==> src/lcnc_pkg.sv <==
// Constants and types for the LED correction and NVM control registers
// Summary of operation
// - Correction code scales level in 1/128 steps
// - Red multiplier read/write at 0x0a
// - Green multiplier read/write at 0x0b
// - Blue multiplier read/write at 0x0c
// - Control bit 7 is read-only ready flag
// - Writing one to bit 6 while idle starts erase
// - Writing one to bit 5 while idle, with bit 6 zero, starts programming
// - Two-bit page field selects 32-location window
`default_nettype none

package lcnc_pkg;

  // ==========================================================================
  // Register offsets
  localparam logic [7:0] LCNC_OFS_RED   = 8'h0a;
  localparam logic [7:0] LCNC_OFS_GREEN = 8'h0b;
  localparam logic [7:0] LCNC_OFS_BLUE  = 8'h0c;
  localparam logic [7:0] LCNC_OFS_NVM   = 8'h0d;

  // ==========================================================================
  // Control register field positions
  localparam int LCNC_BIT_READY = 7;
  localparam int LCNC_BIT_WIPE  = 6;
  localparam int LCNC_BIT_WRITE = 5;
  localparam int LCNC_BIT_LOAD  = 4;
  localparam int LCNC_PAGE_LSB  = 0;
  localparam int LCNC_PAGE_W    = 2;

  // ==========================================================================
  // Reset values and scaling
  localparam logic [7:0] LCNC_CORR_RESET = 8'h80;
  localparam logic [1:0] LCNC_PAGE_RESET = 2'h0;
  localparam int         LCNC_CORR_SHIFT = 7;
  localparam int         LCNC_PAGE_SIZE  = 32;

  // ==========================================================================
  // Sequence states
  typedef enum logic [1:0] {
    LCNC_IDLE,
    LCNC_WIPE,
    LCNC_WRITE,
    LCNC_LOAD
  } lcnc_state_t;

endpackage : lcnc_pkg

`default_nettype wire

==> src/lcnc_regs.sv <==
// Correction multiplier registers and NVM operation control
`default_nettype none

module lcnc_regs #(
  parameter int LEVEL_W = 8
) (
  // Clock, reset, enable
  input  wire logic               clock,
  input  wire logic               reset,
  input  wire logic               clockEnable,
  // Register port
  input  wire logic [7:0]         regAddr,
  input  wire logic               regWrite,
  input  wire logic [7:0]         regWriteData,
  input  wire logic               regRead,
  output logic [7:0]              regReadData,
  // Channel levels, index 0 red, 1 green, 2 blue
  input  wire logic [LEVEL_W-1:0] baseLevel [3],
  output logic [LEVEL_W:0]        correctedLevel [3],
  output logic [7:0]              correctionCode [3],
  // Memory sequencer
  output logic                    nvmWipeReq,
  output logic                    nvmWriteReq,
  output logic                    nvmLoadReq,
  output logic [6:0]              nvmWindowBase,
  output logic [lcnc_pkg::LCNC_PAGE_W-1:0] nvmWindowSelect,
  output logic                    nvmDoneFlag,
  input  wire logic               nvmOpDone
);
  import lcnc_pkg::*;

  // ==========================================================================
  // Decode helper
  function automatic logic hit(input logic [7:0] addr, input logic [7:0] ofs);
    hit = (addr == ofs);
  endfunction : hit

  // ==========================================================================
  // Correction multipliers
  logic [7:0] corr      [3];
  logic [7:0] next_corr [3];
  localparam logic [7:0] CORR_OFS [3] = '{LCNC_OFS_RED, LCNC_OFS_GREEN, LCNC_OFS_BLUE};

  genvar ch;
  generate
    for (ch = 0; ch < 3; ch++) begin : g_chan
      logic [LEVEL_W+7:0] product;
      logic [LEVEL_W:0]   next_level;

      always_comb begin
        next_corr[ch] = corr[ch];
        if (regWrite && hit(regAddr, CORR_OFS[ch])) begin
          next_corr[ch] = regWriteData;
        end
        product    = (LEVEL_W+8)'(baseLevel[ch]) * (LEVEL_W+8)'(corr[ch]);
        next_level = product[LEVEL_W+LCNC_CORR_SHIFT:LCNC_CORR_SHIFT];
      end

      always_ff @(posedge clock or posedge reset) begin
        if (reset) begin
          corr[ch]           <= LCNC_CORR_RESET;
          correctedLevel[ch] <= '0;
          correctionCode[ch] <= LCNC_CORR_RESET;
        end else if (clockEnable) begin
          corr[ch]           <= next_corr[ch];
          correctedLevel[ch] <= next_level;
          correctionCode[ch] <= next_corr[ch];
        end
      end
    end
  endgenerate

  // ==========================================================================
  // NVM operation sequencer
  lcnc_state_t                state;
  lcnc_state_t                next_state;
  logic [LCNC_PAGE_W-1:0]     page;
  logic [LCNC_PAGE_W-1:0]     next_page;
  logic                       next_wipeReq;
  logic                       next_writeReq;
  logic                       next_loadReq;
  logic                       ctrlWrite;

  always_comb begin
    ctrlWrite     = regWrite && hit(regAddr, LCNC_OFS_NVM);
    next_state    = state;
    next_page     = page;
    next_wipeReq  = 1'b0;
    next_writeReq = 1'b0;
    next_loadReq  = 1'b0;
    if (ctrlWrite) begin
      next_page = regWriteData[LCNC_PAGE_LSB +: LCNC_PAGE_W];
    end
    case (state)
      LCNC_IDLE: begin
        if (ctrlWrite && regWriteData[LCNC_BIT_WIPE]) begin
          next_state   = LCNC_WIPE;
          next_wipeReq = 1'b1;
        end else if (ctrlWrite && regWriteData[LCNC_BIT_WRITE]) begin
          next_state    = LCNC_WRITE;
          next_writeReq = 1'b1;
        end else if (ctrlWrite && regWriteData[LCNC_BIT_LOAD]) begin
          next_state   = LCNC_LOAD;
          next_loadReq = 1'b1;
        end
      end
      LCNC_WIPE, LCNC_WRITE, LCNC_LOAD: begin
        if (nvmOpDone) begin
          next_state = LCNC_IDLE;
        end
      end
      default: begin
        next_state = LCNC_IDLE;
      end
    endcase
  end

  always_ff @(posedge clock or posedge reset) begin
    if (reset) begin
      state           <= LCNC_IDLE;
      page            <= LCNC_PAGE_RESET;
      nvmWipeReq      <= 1'b0;
      nvmWriteReq     <= 1'b0;
      nvmLoadReq      <= 1'b0;
      nvmWindowSelect <= LCNC_PAGE_RESET;
      nvmWindowBase   <= '0;
      nvmDoneFlag     <= 1'b1;
    end else if (clockEnable) begin
      state           <= next_state;
      page            <= next_page;
      nvmWipeReq      <= next_wipeReq;
      nvmWriteReq     <= next_writeReq;
      nvmLoadReq      <= next_loadReq;
      nvmWindowSelect <= next_page;
      nvmWindowBase   <= 7'(next_page * LCNC_PAGE_SIZE);
      nvmDoneFlag     <= (next_state == LCNC_IDLE);
    end
  end

  // ==========================================================================
  // Read path
  logic [7:0] next_readData;
  logic [7:0] ctrlView;

  always_comb begin
    ctrlView                                  = 8'h00;
    ctrlView[LCNC_BIT_READY]                  = (state == LCNC_IDLE);
    ctrlView[LCNC_BIT_WIPE]                   = (state == LCNC_WIPE);
    ctrlView[LCNC_BIT_WRITE]                  = (state == LCNC_WRITE);
    ctrlView[LCNC_BIT_LOAD]                   = (state == LCNC_LOAD);
    ctrlView[LCNC_PAGE_LSB +: LCNC_PAGE_W]    = page;
    next_readData = regReadData;
    if (regRead) begin
      if (hit(regAddr, LCNC_OFS_RED)) begin
        next_readData = corr[0];
      end else if (hit(regAddr, LCNC_OFS_GREEN)) begin
        next_readData = corr[1];
      end else if (hit(regAddr, LCNC_OFS_BLUE)) begin
        next_readData = corr[2];
      end else if (hit(regAddr, LCNC_OFS_NVM)) begin
        next_readData = ctrlView;
      end else begin
        next_readData = 8'h00;
      end
    end
  end

  always_ff @(posedge clock or posedge reset) begin
    if (reset) begin
      regReadData <= 8'h00;
    end else if (clockEnable) begin
      regReadData <= next_readData;
    end
  end

endmodule : lcnc_regs

`default_nettype wire

==> config.mk <==
export PLATFORM = sky130hd
export DESIGN_NAME = lcnc_regs
export DESIGN_NICKNAME = d
export VERILOG_FILES = /design/src/lcnc_pkg.sv /design/src/lcnc_regs.sv
export SDC_FILE = /design/constraint.sdc
export NUM_CORES = 1
export LEC_CHECK = 0
export BUFFER_PORTS_ARGS = -buffer_cell sky130_fd_sc_hd__buf_2
export CAP_MARGIN = 20
export CORE_UTILIZATION = 48
export DETAILED_ROUTE_END_ITERATION = 8
export PLACE_DENSITY = 0.68
export SLEW_MARGIN = 20
export SYNTH_ARGS = -nofsm -noshare
export SYNTH_HDL_FRONTEND = slang
export SYNTH_SLANG_ARGS = --single-unit
==> constraint.sdc <==
create_clock -name clock -period 6.15 [get_ports clock]
set_clock_uncertainty 0.05 [all_clocks]
set_input_delay 0.3075 -clock clock [delete_from_list [all_inputs] [get_ports clock]]
set_output_delay 0.3075 -clock clock [all_outputs]
set_load 0.02 [all_outputs]
# == Word level (Yosys, flattened, before mapping) ==
# Cells that the tools add are included.
# op_classes
multipliers,3
eq_ne,7
n_mux,19
reduce_logical,15
# op_table
operator,n
8-bit by 8-bit multiplier with 16-bit output,3
8-bit by 4-bit == test with 1-bit output (second input constant),4
8-bit two-way mux,4
2-bit two-way mux,5
2-bit AND reduction,5
1-bit two-way mux,9
1-bit logical AND,7
2-bit == test (second input constant),2
2-bit zero test,2
2-bit one-hot mux with 2 select lines,1
3-bit OR reduction,1
2-bit by 1-bit == test with 1-bit output (second input constant),1
# totals
ff_bits,67
in_bits,46
output_inout_bits,72
wordCells,57

# == Logic depth before layout (Yosys ltp) ==
# Gate-level depths: netlist of the first run.
# depth
word_depth,8
mapped_depth,16
ltp_nobuf,15

# == Worst setup path before layout of the first run ==
# OpenSTA, ideal clock, no wires.
# synth_path
path_kind,register to register
startpoint,reg corr[7] in the netlist's numbering
endpoint,reg correctedLevel[6] in the netlist's numbering
arrival_time_ps,4439
t_required_ps,6010
path_slack_ps,1571
path_stages_with_launch,15
period_less_slack_ps,4579
cell_sequence,dfstp_2 clkbuf_1 and2_1 fa_1 fa_1 fa_1 inv_1 fa_1 inv_1 ha_1 a21o_1 a31o_2 a2111oi_0 mux2_2 o221ai_1
# synth_via
elab_chain_cells,1
# synth_rtl
item,line,text
start: declaration,lcnc_regs.sv:40,logic [7:0] corr [3];
start signal: indexed assignment,lcnc_regs.sv:65,corr[ch] <= next_corr[ch];
8-bit by 8-bit multiplier with 16-bit output,lcnc_regs.sv:55,product = (LEVEL_W+8)'(baseLevel[ch]) * (LEVEL_W+8)'(corr[ch]);
end signal: indexed assignment,lcnc_regs.sv:66,correctedLevel[ch] <= next_level;
end: declaration,lcnc_regs.sv:19,"output logic [LEVEL_W:0] correctedLevel [3],"
# Every way passes these cells.
# A chain may end at the register's enable or synchronous reset.

# == Final worst setup path of the first run ==
# layout_path
startpoint,reg corr[18] in the netlist's numbering
endpoint,reg correctedLevel[24] in the netlist's numbering
# Same word-level chain as after synthesis.

==> summary.txt, run 1 <==
Die
  – Initial Util: 49.1%
  – I/O Pins: 118
  – Std cell rows: 49
  – CORE AREA: 18,000 um2
  – Die area: 19,000 um2
  – DIE HEIGHT: 138 um
  – Die Width: 138 um

Routing
  – ANT nets after route: 0
  – First-pass iteration count of the detailed router: 4
  – Wire per inst: 16.7 um
  – DR vias: 6,853
  – Final wirelength: 20,900 um
  – Vias/cell: 5.47
  – Number of remaining DRC errors: 0
  – DRT iter0 DRCs: 310

Layout
  – Share of cells above drive strength 1: 18.0%
  – Area growth, synth to finish: 11.8%
  – Final nets: 1,268
  – Total inserted antenna cells: 0
  – Final instance area: 9900 um2

Pwr
  – Switching fraction of total power: 31.9%
  – Leak Pwr: 5.53 nW
  – Sw Pwr: 0.412 mW
  – Clk pwr share: 42.5%
  – Register share of total power: 37.5%
  – Comb power frac: 20.0%
  – Power density over the cells: 130 nW/um2
  – VDD IR-drop max: 0.146 mV
  – Internal: 0.878 mW

STA
  – Fin crit share: 75.8%
  – Setup TNS Final: 0 ns
  – Worst Tran Pin Value: 0.907 ns
  – Relative slew slack: 39.5%
  – Pins Over Slew Limit: 0
  – Final Critical Period: 4.66 ns
  – FMAX: 214 MHz
  – Final Hold Vio Count: 0
  – Final setup violation count: 0
  – Unrepaired setup endpoints after global routing: no

Clock tree
  – Root buf cell: clkbuf_16
  – Num CTS Buffers: 9
  – Post-cts resize count: 0
  – Clock Pin Slew Worst Setup and Hold Paths: 0.07 ns
  – Worst-Skew Late Latency: 0.35 ns
  – CTS tree: done
  – H-tree depth: 3
  – # Post-CTS Setup Buffers: 0
  – Hold buffer count at cts: 0
  – # clock sinks: 67
  – Clock tree buffer depth: 2

Setup path
  – CP endpoint kind: flip-flop
  – Worst path max stage delay: 0.57 ns
  – CP Max Fanout: 11
  – Critical Path RT: 6.31 ns
  – Critical path, cell by cell: nand2_1, fa_1, fa_1, inv_1, fa_1, inv_1, fa_1, inv_1, ha_1, o211ai_1, o21ai_0, o2111ai_1, a41oi_1, o311ai_0
  – Most common cell on crit path: fa_1
  – CP max stage cell: dfrtp_1
  – Worst EP arrival: 4.83 ns
  – Capturing point of the worst reg2reg path: correctedLevel[24]$_DFFE_PP0P_
  – Crit start category: flip-flop
  – Worst setup path class: flip-flop to flip-flop
  – Reg2Reg Depth: 14
  – Setup slack, reg-to-reg: 1.49 ns
  – RR Startpoint: corr[18]$_DFFE_PP0P_

Logic synthesis
  – Yosys top cell area share: 23.7%
  – Post-synth EDFFs: 0
  – Post-synth cell types: 67
  – Area leader, netlist: fa_1
  – Asr flop ratio synth: 100%
  – Main synth FF type: dfrtp_1
  – Seq cells post-synth: 67
  – Largest cells by area after synthesis: fa_1 24%, dfrtp_1 18%, ha_1 14%, and2_1 9.9%, inv_1 5.8%
  – Synthesized cell area: 8850 um2
  – Seq/Total Area, Yosys: 19.0%
  – Syn Inst Count: 920
  – Avg Inst Size Synth: 9.62 um2
  – Most common cell in the synthesized netlist: and2_1
  – Synth top cells by count: 140 x and2_1, 137 x inv_1, 105 x fa_1
  – Yosys warning count: 0

Global routing
  – Largest net degree at the start of global routing: 68
  – First-pass GRT wire length: 34,600 um
  – Via count of the first global-routing pass: 7,015
  – Initial antenna violation count: 0
  – Total GRT Usage: 23.6%
  – GR Overflow Total: 0

Placement
  – Final HPWL DP: 16,600 um
  – Port-buffer cells: 112
  – Final GP Congestion: 0.850
  – Post-DP Area: 9590 um2

Status
  – Outcome: finished clean

Run
  – Max-cap check violation count: 0

Hold path
  – Hold WC Path Type: input pin to asynchronous set/reset pin
[cell families (layout without fill, tap and decap cells)]
| logic type | after synthesis | in the layout | synth area share, % |
|---|---|---|---|
| and+or+nand+nor | 304 | 304 | 19.1 |
| adders and majority gates | 204 | 204 | 37.7 |
| buffers and inverters | 169 | 268 | 7.49 |
| AOI/OAI and AO/OA | 122 | 122 | 10.4 |
| DFF | 67 | 67 | 19.0 |
| muxes | 39 | 39 | 4.92 |
| xor gates and xnor gates | 14 | 14 | 1.38 |
| other | 1 | 5 | 0.0424 |
[registers in the layout, summed over array words and instances, names as in the netlist]
name,flops
nvmDoneFlag,1
nvmWipeReq,1
page,2
regReadData,8
nvmLoadReq,1
correctedLevel,27
state,2
corr,24
nvmWriteReq,1
[cell usage in the layout (no fill, tap or decap), drive strengths merged, types with 7 or more instances in the layout]
cell type,synthesis,routed
nand2b,8,8
o21ai,12,12
nor3,9,9
nand3,20,20
nor2,15,15
fa,105,105
nand2,72,72
buf,11,115
a21o,10,10
ha,99,99
mux2,36,36
dfrtp,63,63
o31ai,7,7
xnor2,9,9
a21oi,20,20
and2,146,146
clkbuf,21,9
inv,137,140
[through the flow]
step	cells	hold WS, ns	worst slack, ns	utilization (%)	total power, mW
floorplan	924	0.370	1.57	-	0.652
global route	1252	0.208	1.20	54.9	1.35
finish	1252	0.177	1.49	54.9	1.29
global placement	1236	0.414	1.62	53.2	0.745
CTS	1252	0.197	1.50	54.9	1.31
detailed placement	1236	0.423	1.49	53.2	0.751
[metal layers]
layer / wire length (um) / track usage, %
met4: 500 / 8.70
met1: 9120 / 29.7
met5: 0 / 0
met2: 10500 / 40.4
met3: 840 / 4.27
[power by group through the flow]
| stage | clock network, mW | logic, mW | registers (mW) |
|---|---|---|---|
| 2_1_floorplan | 0 | 0.148 | 0.504 |
| 3_3_place_gp | 0 | 0.255 | 0.491 |
| 3_5_place_dp | 0 | 0.260 | 0.491 |
| 4_1_cts | 0.562 | 0.262 | 0.483 |
| 5_1_grt | 0.576 | 0.292 | 0.486 |
| 6_report | 0.549 | 0.258 | 0.483 |
[worst max-delay path, delay by kind of cell (launching register included)]
family	cells	cell delay, ns
fa+ha+maj	5	2.39
compound gates	5	1.23
flops	1	0.57
simple gates	1	0.14
buf+inv	3	0.14
[worst max path at each step]
| stage | startpoint | to | slack [ns] | cells after the start |
|---|---|---|---|---|
| 6_report | corr[18]$_DFFE_PP0P_ | correctedLevel[24]$_DFFE_PP0P_ | 1.49 | 14 |
| 5_1_grt | corr[18]$_DFFE_PP0P_ | correctedLevel[22]$_DFFE_PP0P_ | 1.20 | 14 |
| 4_1_cts | corr[18]$_DFFE_PP0P_ | correctedLevel[24]$_DFFE_PP0P_ | 1.50 | 14 |
| 3_5_place_dp | corr[18]$_DFFE_PP0P_ | correctedLevel[24]$_DFFE_PP0P_ | 1.49 | 14 |
| 3_3_place_gp | corr[5]$_DFFE_PP0P_ | correctedLevel[6]$_DFFE_PP0P_ | 1.62 | 13 |
| 2_1_floorplan | corr[7]$_DFFE_PP1P_ | correctedLevel[6]$_DFFE_PP0P_ | 1.57 | 14 |
[cell type report]
| type | instances | area [um2] |
|---|---|---|
| Tap cell | 229 | 287 |
| Clock buffer | 9 | 225 |
| Clock inverter | 7 | 83.8 |
| Sequential cell | 67 | 1680 |
| Timing Repair Buffer | 115 | 583 |
| Multi-Input combinational cell | 688 | 6520 |
| Inverter | 137 | 514 |
| Fill cell | 1681 | 8130 |
Note: power is estimated with default switching activity, not from simulation.
==> run 2, diff against run 1 <==
--- a/config.mk
+++ b/config.mk
@@ -5,11 +5,12 @@
 export SDC_FILE = /design/constraint.sdc
 export NUM_CORES = 1
 export LEC_CHECK = 0
+export ABC_AREA = 1
 export BUFFER_PORTS_ARGS = -buffer_cell sky130_fd_sc_hd__buf_2
 export CAP_MARGIN = 20
 export CORE_UTILIZATION = 48
 export DETAILED_ROUTE_END_ITERATION = 8
-export PLACE_DENSITY = 0.68
+export PLACE_DENSITY = 0.71
 export SLEW_MARGIN = 20
 export SYNTH_ARGS = -nofsm -noshare
 export SYNTH_HDL_FRONTEND = slang
==> constraint.sdc (replaced) <==
create_clock -name clock -period 4.05 [get_ports clock]
set_clock_uncertainty 0.05 [all_clocks]
set_input_delay 0.2025 -clock clock [delete_from_list [all_inputs] [get_ports clock]]
set_output_delay 0.2025 -clock clock [all_outputs]
set_load 0.02 [all_outputs]
==> run 2 against run 1 <==
- the run now ends with negative hold slack left
- register-to-register slack lost 1.4 ns
- flip-flop and latch count is the same
- sequential power rose by 53%
- via count grew 26%
- design area increased by 13%
- non-clock buffer count up 41
- largest cell class unchanged
- highest routed layer is now met5
==> summary.txt, run 2 <==
Layout
  – Largest Register: correctedLevel
  – Max reg flops: 27
  – Largest regs: correctedLevel (27), corr (24), regReadData (8)
  – Most common cell after layout, fill and taps aside: nand2_1
  – Most frequent cells in the layout: 407 x nand2_1, 348 x inv_1, 112 x buf_2
  – Area growth, synth to finish: 15.7%
  – Final instance area: 11,100 um2
  – Share of cells above drive strength 1: 17.3%
  – Final nets: 1,713

Routing
  – Vias/cell: 4.96
  – Final wirelength: 25,100 um
  – DRT iter0 DRCs: 505
  – ANT nets after route: 0
  – Number of remaining DRC errors: 0
  – First-pass iteration count of the detailed router: 7
  – DR vias: 8,612
  – Wire per inst: 14.5 um

STA
  – Final Hold Vio Count: 18
  – Unrepaired setup endpoints after global routing: yes
  – Pins Over Slew Limit: 0
  – Final setup margin: 0.0627 ns
  – FMAX: 251 MHz
  – Relative slew slack: 42.0%
  – Fin crit share: 98.5%
  – Final Critical Period: 3.99 ns
  – Worst Tran Pin Value: 0.869 ns
  – Final setup violation count: 0
  – WHS: -0.0178 ns

Die
  – Std cell rows: 51
  – Initial Util: 49.1%
  – Die area: 20,600 um2
  – CORE AREA: 19,600 um2
  – Die Width: 144 um
  – I/O Pins: 118
  – DIE HEIGHT: 144 um

Setup path
  – Critical path's top delay family: adder cells
  – Worst path max stage delay: 0.55 ns
  – Worst EP arrival: 4.17 ns
  – Critical path, cell by cell: nand2_1, inv_2, fa_1, inv_1, fa_1, inv_2, fa_1, inv_1, fa_1, inv_2, ha_4, nand2_4, inv_2, nand3_2, o21ai_2, nand2_1, nand2_1, nand2_1, nand3_2, nand2_1
  – Crit path to: correctedLevel[14]$_DFFE_PP0P_
  – CP Buf/Inv Count: 6
  – Crit start category: flip-flop
  – CP max stage cell: fa_1
  – Most common cell on crit path: nand2_1
  – Reg2Reg Depth: 20
  – Critical Path RT: 4.23 ns
  – Critical path depth: 20
  – RR Startpoint: corr[10]$_DFFE_PP0P_
  – Setup slack, reg-to-reg: 0.06 ns
  – Capturing point of the worst reg2reg path: correctedLevel[14]$_DFFE_PP0P_
  – Setup crit start: corr[10]$_DFFE_PP0P_
  – CP Max Fanout: 5
  – CP endpoint kind: flip-flop
  – Worst setup path class: flip-flop to flip-flop

Placement
  – Post-DP Area: 10,500 um2
  – Final GP Congestion: 0.931
  – Port-buffer cells: 112
  – Final HPWL DP: 20,300 um
  – Placement Setup Slack: -0.0225 ns

Logic synthesis
  – Seq/Total Area, Yosys: 17.5%
  – Synthesized cell area: 9630 um2
  – Seq cells post-synth: 67
  – Largest cells by area after synthesis: fa_1 22%, dfrtp_1 16%, nand2_1 16%, inv_1 14%, ha_1 13%
  – Yosys warning count: 0
  – Post-synth cell types: 39
  – Syn Inst Count: 1,352
  – Main synth FF type: dfrtp_1
  – Asr flop ratio synth: 100%
  – Area leader, netlist: fa_1
  – Yosys top cell area share: 21.8%
  – Post-synth EDFFs: 0
  – Synth top cells by count: 415 x nand2_1, 354 x inv_1, 105 x fa_1
  – Most common cell in the synthesized netlist: nand2_1
  – Avg Inst Size Synth: 7.12 um2

Clock tree
  – Num CTS Buffers: 9
  – Worst-Skew Late Latency: 0.34 ns
  – Clock Pin Slew Worst Setup and Hold Paths: 0.06 ns
  – Clock tree buffer depth: 2
  – H-tree depth: 3
  – # clock sinks: 67
  – Root buf cell: clkbuf_16
  – CTS tree: done

Global routing
  – First-pass GRT wire length: 41,700 um
  – GR Overflow Total: 0
  – Initial antenna violation count: 5
  – Via count of the first global-routing pass: 8,730
  – Largest net degree at the start of global routing: 40
  – Total GRT Usage: 26.1%

Pwr
  – Leak Pwr: 7.32 nW
  – Power density over the cells: 179 nW/um2
  – VDD IR-drop max: 0.183 mV
  – Pwr Total: 2.00 mW

Run
  – Max-cap check violation count: 0

Status
  – Failing checks: negative hold slack
  – Outcome: finished with violations

Hold path
  – Hold WC Path Type: input pin to asynchronous set/reset pin
## run 2: cell count changes after synthesis, moves of 31 or more
| cell | before | now |
|---|---|---|
| nand2_1 | 72 | 415 |
| inv_1 | 137 | 354 |
| and2_1 | 140 | 3 |
| nand3_1 | 20 | 59 |
| mux2_2 | 36 | 0 |
| o21ai_0 | 12 | 43 |
## run 2: logic make-up (layout without fill, tap and decap cells)
kind of cell	Yosys count	count (layout)	synth area share, %
AOI/OAI and AO/OA	107	107	6.63
DFF	67	67	17.5
other	1	7	0.0390
xor gates and xnor gates	12	12	1.09
buffers and inverters	418	530	16.8
adders and majority gates	204	204	34.7
and+or+nand+nor	543	543	23.2
## run 2: metrics by stage
step                TNS, ns  instances  util, %
floorplan                 0       1356        -
global placement          0       1709     53.7
detailed placement  -0.0225       1709     53.7
CTS                       0       1727     55.3
global route         -0.350       1734     56.8
finish                    0       1735     56.8
## run 2: worst min-delay path by stage
stage	from	to	slack, ns	depth (start not counted)
2_1_floorplan	regWriteData[6]	nvmWriteReq$_DFFE_PP0P_	0.25	1
3_3_place_gp	reset	correctedLevel[4]$_DFFE_PP0P_	0.37	2
3_5_place_dp	regWriteData[6]	nvmWriteReq$_DFFE_PP0P_	0.38	2
4_1_cts	reset	correctedLevel[6]$_DFFE_PP0P_	0.02	2
5_1_grt	regWriteData[6]	nvmWriteReq$_DFFE_PP0P_	0.03	2
6_report	reset	correctedLevel[8]$_DFFE_PP0P_	-0.02	2
## run 2: final cells by class
| type | instances | area, um2 |
|---|---|---|
| Timing Repair Buffer | 156 | 892 |
| Fill cell | 1857 | 8450 |
| Clock buffer | 12 | 256 |
| Sequential cell | 67 | 1690 |
| Multi-Input combinational cell | 871 | 6590 |
| Antenna cell | 2 | 5.00 |
| Clock inverter | 4 | 25.0 |
| Inverter | 358 | 1350 |
| Tap cell | 265 | 332 |
## run 2: report_power, final
group	internal, mW	leakage [nW]	total, mW	switching, mW
Sequential	0.706	0.891	0.738	0.0316
Clock	0.446	0.135	0.770	0.324
Combinational	0.172	6.29	0.489	0.317
## run 2: what timing repair did
action                     CTS  global route
setup buffers                2             6
pin swaps                    0            16
gates resized for setup      1            67
setup endpoints to repair    2            26
hold buffers                 0             0
## run 2: metal layers
layer | routed length (um) | vias to the layer above | part of all wire, % | global-route usage (%)
li1 | - | 4185 | - | -
met1 | 10500 | 4068 | 42 | 31.4
met2 | 11900 | 276 | 47 | 44.4
met3 | 1750 | 77 | 7.0 | 6.63
met4 | 981 | 6 | 3.9 | 11.0
met5 | 39 | - | 0.16 | 0
==> run 3, diff against run 2 <==
--- a/config.mk
+++ b/config.mk
@@ -8,6 +8,7 @@
 export ABC_AREA = 1
 export BUFFER_PORTS_ARGS = -buffer_cell sky130_fd_sc_hd__buf_2
 export CAP_MARGIN = 20
+export CORE_ASPECT_RATIO = 1.5
 export CORE_UTILIZATION = 48
 export DETAILED_ROUTE_END_ITERATION = 8
 export PLACE_DENSITY = 0.71
==> run 3 against run 2 <==
- the run still ends with negative hold slack left
- first-iteration DRC count fell by 15%
- non-clock buffer count is 5 higher
- global-route usage decreased by 0.93 points
- worst setup slack better by 0.034 ns
- sequential power about the same
- highest routed layer unchanged
==> summary.txt, run 3 (synthesis gave the netlist of run 2 again) <==
Global routing
  – Total GRT Usage: 25.2%
  – Largest net degree at the start of global routing: 39
  – Initial antenna violation count: 3
  – Via count of the first global-routing pass: 8,939
  – First-pass GRT wire length: 41,600 um
  – GR Overflow Total: 0

Clock tree
  – Root buf cell: clkbuf_16
  – H-tree depth: 3
  – # clock sinks: 67
  – Clock tree buffer depth: 2
  – Worst-Skew Late Latency: 0.34 ns
  – Clock Pin Slew Worst Setup and Hold Paths: 0.06 ns
  – CTS tree: done
  – Num CTS Buffers: 9

STA
  – Relative slew slack: 35.1%
  – FMAX: 253 MHz
  – Final Critical Period: 3.95 ns
  – Fin crit share: 97.6%
  – Worst Tran Pin Value: 0.972 ns
  – WHS: -0.0184 ns
  – Final Hold Vio Count: 21
  – Final setup margin: 0.0965 ns
  – Final setup violation count: 0
  – Pins Over Slew Limit: 0
  – Unrepaired setup endpoints after global routing: yes

Layout
  – Most common cell after layout, fill and taps aside: nand2_1
  – Area growth, synth to finish: 17.1%
  – Most frequent cells in the layout: 402 x nand2_1, 345 x inv_1, 112 x buf_2
  – Largest regs: correctedLevel (27), corr (24), regReadData (8)
  – Final instance area: 11,300 um2
  – Max reg flops: 27
  – Share of cells above drive strength 1: 18.6%
  – Final nets: 1,718
  – Largest Register: correctedLevel

Status
  – Outcome: finished with violations
  – Failing checks: negative hold slack

Routing
  – DRT iter0 DRCs: 431
  – Number of remaining DRC errors: 0
  – Wire per inst: 14.3 um
  – Final wirelength: 24,800 um
  – First-pass iteration count of the detailed router: 5
  – ANT nets after route: 0
  – Vias/cell: 4.95
  – DR vias: 8,580

Setup path
  – Worst EP arrival: 4.18 ns
  – Critical Path RT: 4.28 ns
  – Worst setup path class: flip-flop to flip-flop
  – CP endpoint kind: flip-flop
  – Crit start category: flip-flop
  – CP Max Fanout: 6

Die
  – I/O Pins: 118
  – DIE HEIGHT: 175 um
  – Die Width: 118 um
  – CORE AREA: 19,700 um2
  – Initial Util: 48.9%
  – Std cell rows: 63
  – Die area: 20,600 um2

Run
  – Max-cap check violation count: 0

Placement
  – Final HPWL DP: 20,300 um
  – Placement Setup Slack: -0.0478 ns
  – Final GP Congestion: 0.913
  – Post-DP Area: 10,600 um2
  – Port-buffer cells: 112

Pwr
  – Power density over the cells: 181 nW/um2
  – VDD IR-drop max: 0.176 mV
  – Leak Pwr: 7.33 nW

Hold path
  – Hold WC Path Type: input pin to asynchronous set/reset pin
## run 3: worst paths after layout
path,start,to,slack [ns],cells after the start
max,corr[10]$_DFFE_PP0P_,correctedLevel[14]$_DFFE_PP0P_,0.1,20
min,reset,correctedLevel[2]$_DFFE_PP0P_,-0.02,2
max reg2reg,corr[10]$_DFFE_PP0P_,correctedLevel[14]$_DFFE_PP0P_,0.1,20
min reg2reg,correctedLevel[6]$_DFFE_PP0P_,correctedLevel[6]$_DFFE_PP0P_,0.42,2
max in group asynchronous,reset,corr[15]$_DFFE_PP1P_,2.99,3
min in group clock,regWriteData[6],nvmWriteReq$_DFFE_PP0P_,0.05,2
## run 3: through the flow
step	util (%)	total power, mW	TNS (ns)	std cells
finish	57.2	2.04	0	1734
global route	57.2	2.14	-0.692	1733
CTS	55.3	2.02	0	1730
detailed placement	53.8	1.21	-0.0478	1714
global placement	53.8	1.21	0	1714
floorplan	-	1.04	0	1356
## run 3: critical path, stage by stage (launching register included)
cell      delay (ns)
dfrtp_1         0.42
nand2_1         0.09
inv_1           0.05
fa_1            0.53
inv_1           0.05
fa_1            0.53
inv_1           0.05
fa_1            0.49
inv_2           0.04
fa_1            0.49
inv_2           0.05
ha_4            0.25
inv_1           0.11
o21bai_1        0.11
a21oi_2         0.16
o21ai_4         0.09
nand2_2         0.08
nand2_1         0.05
nand2_1         0.05
nand3_1         0.07
nand2_1         0.08
## run 3: where the power goes
part | switching [mW] | internal [mW] | total (mW)
Clock | 0.307 | 0.493 | 0.799
Combinational | 0.320 | 0.178 | 0.498
Sequential | 0.0337 | 0.706 | 0.740
## run 3: timing repair
action / CTS / global route
pin swaps: 0 / 12
setup endpoints to repair: 2 / 26
hold buffers: 0 / 0
gates resized for setup: 3 / 81
setup buffers: 0 / 3
## run 3: area by class of cell
type	instances	area, um2
repair buffers	161	932
clock inverters	4	50.0
inverters	358	1340
flip-flops and latches	67	1690
fillers	1850	8440
clock buffers	12	246
multi-input cells	871	6680
well taps	260	325
diodes	1	2.50
## run 3: routing by layer
metal	global-route usage, %	wire length, um	vias to the layer above	part of all wire [%]
met2	47.6	13100	255	53
li1	-	-	4200	-
met4	12.1	1140	2	4.6
met1	26.9	9180	4036	37
met3	4.32	1320	87	5.3
met5	0	11	-	0.044
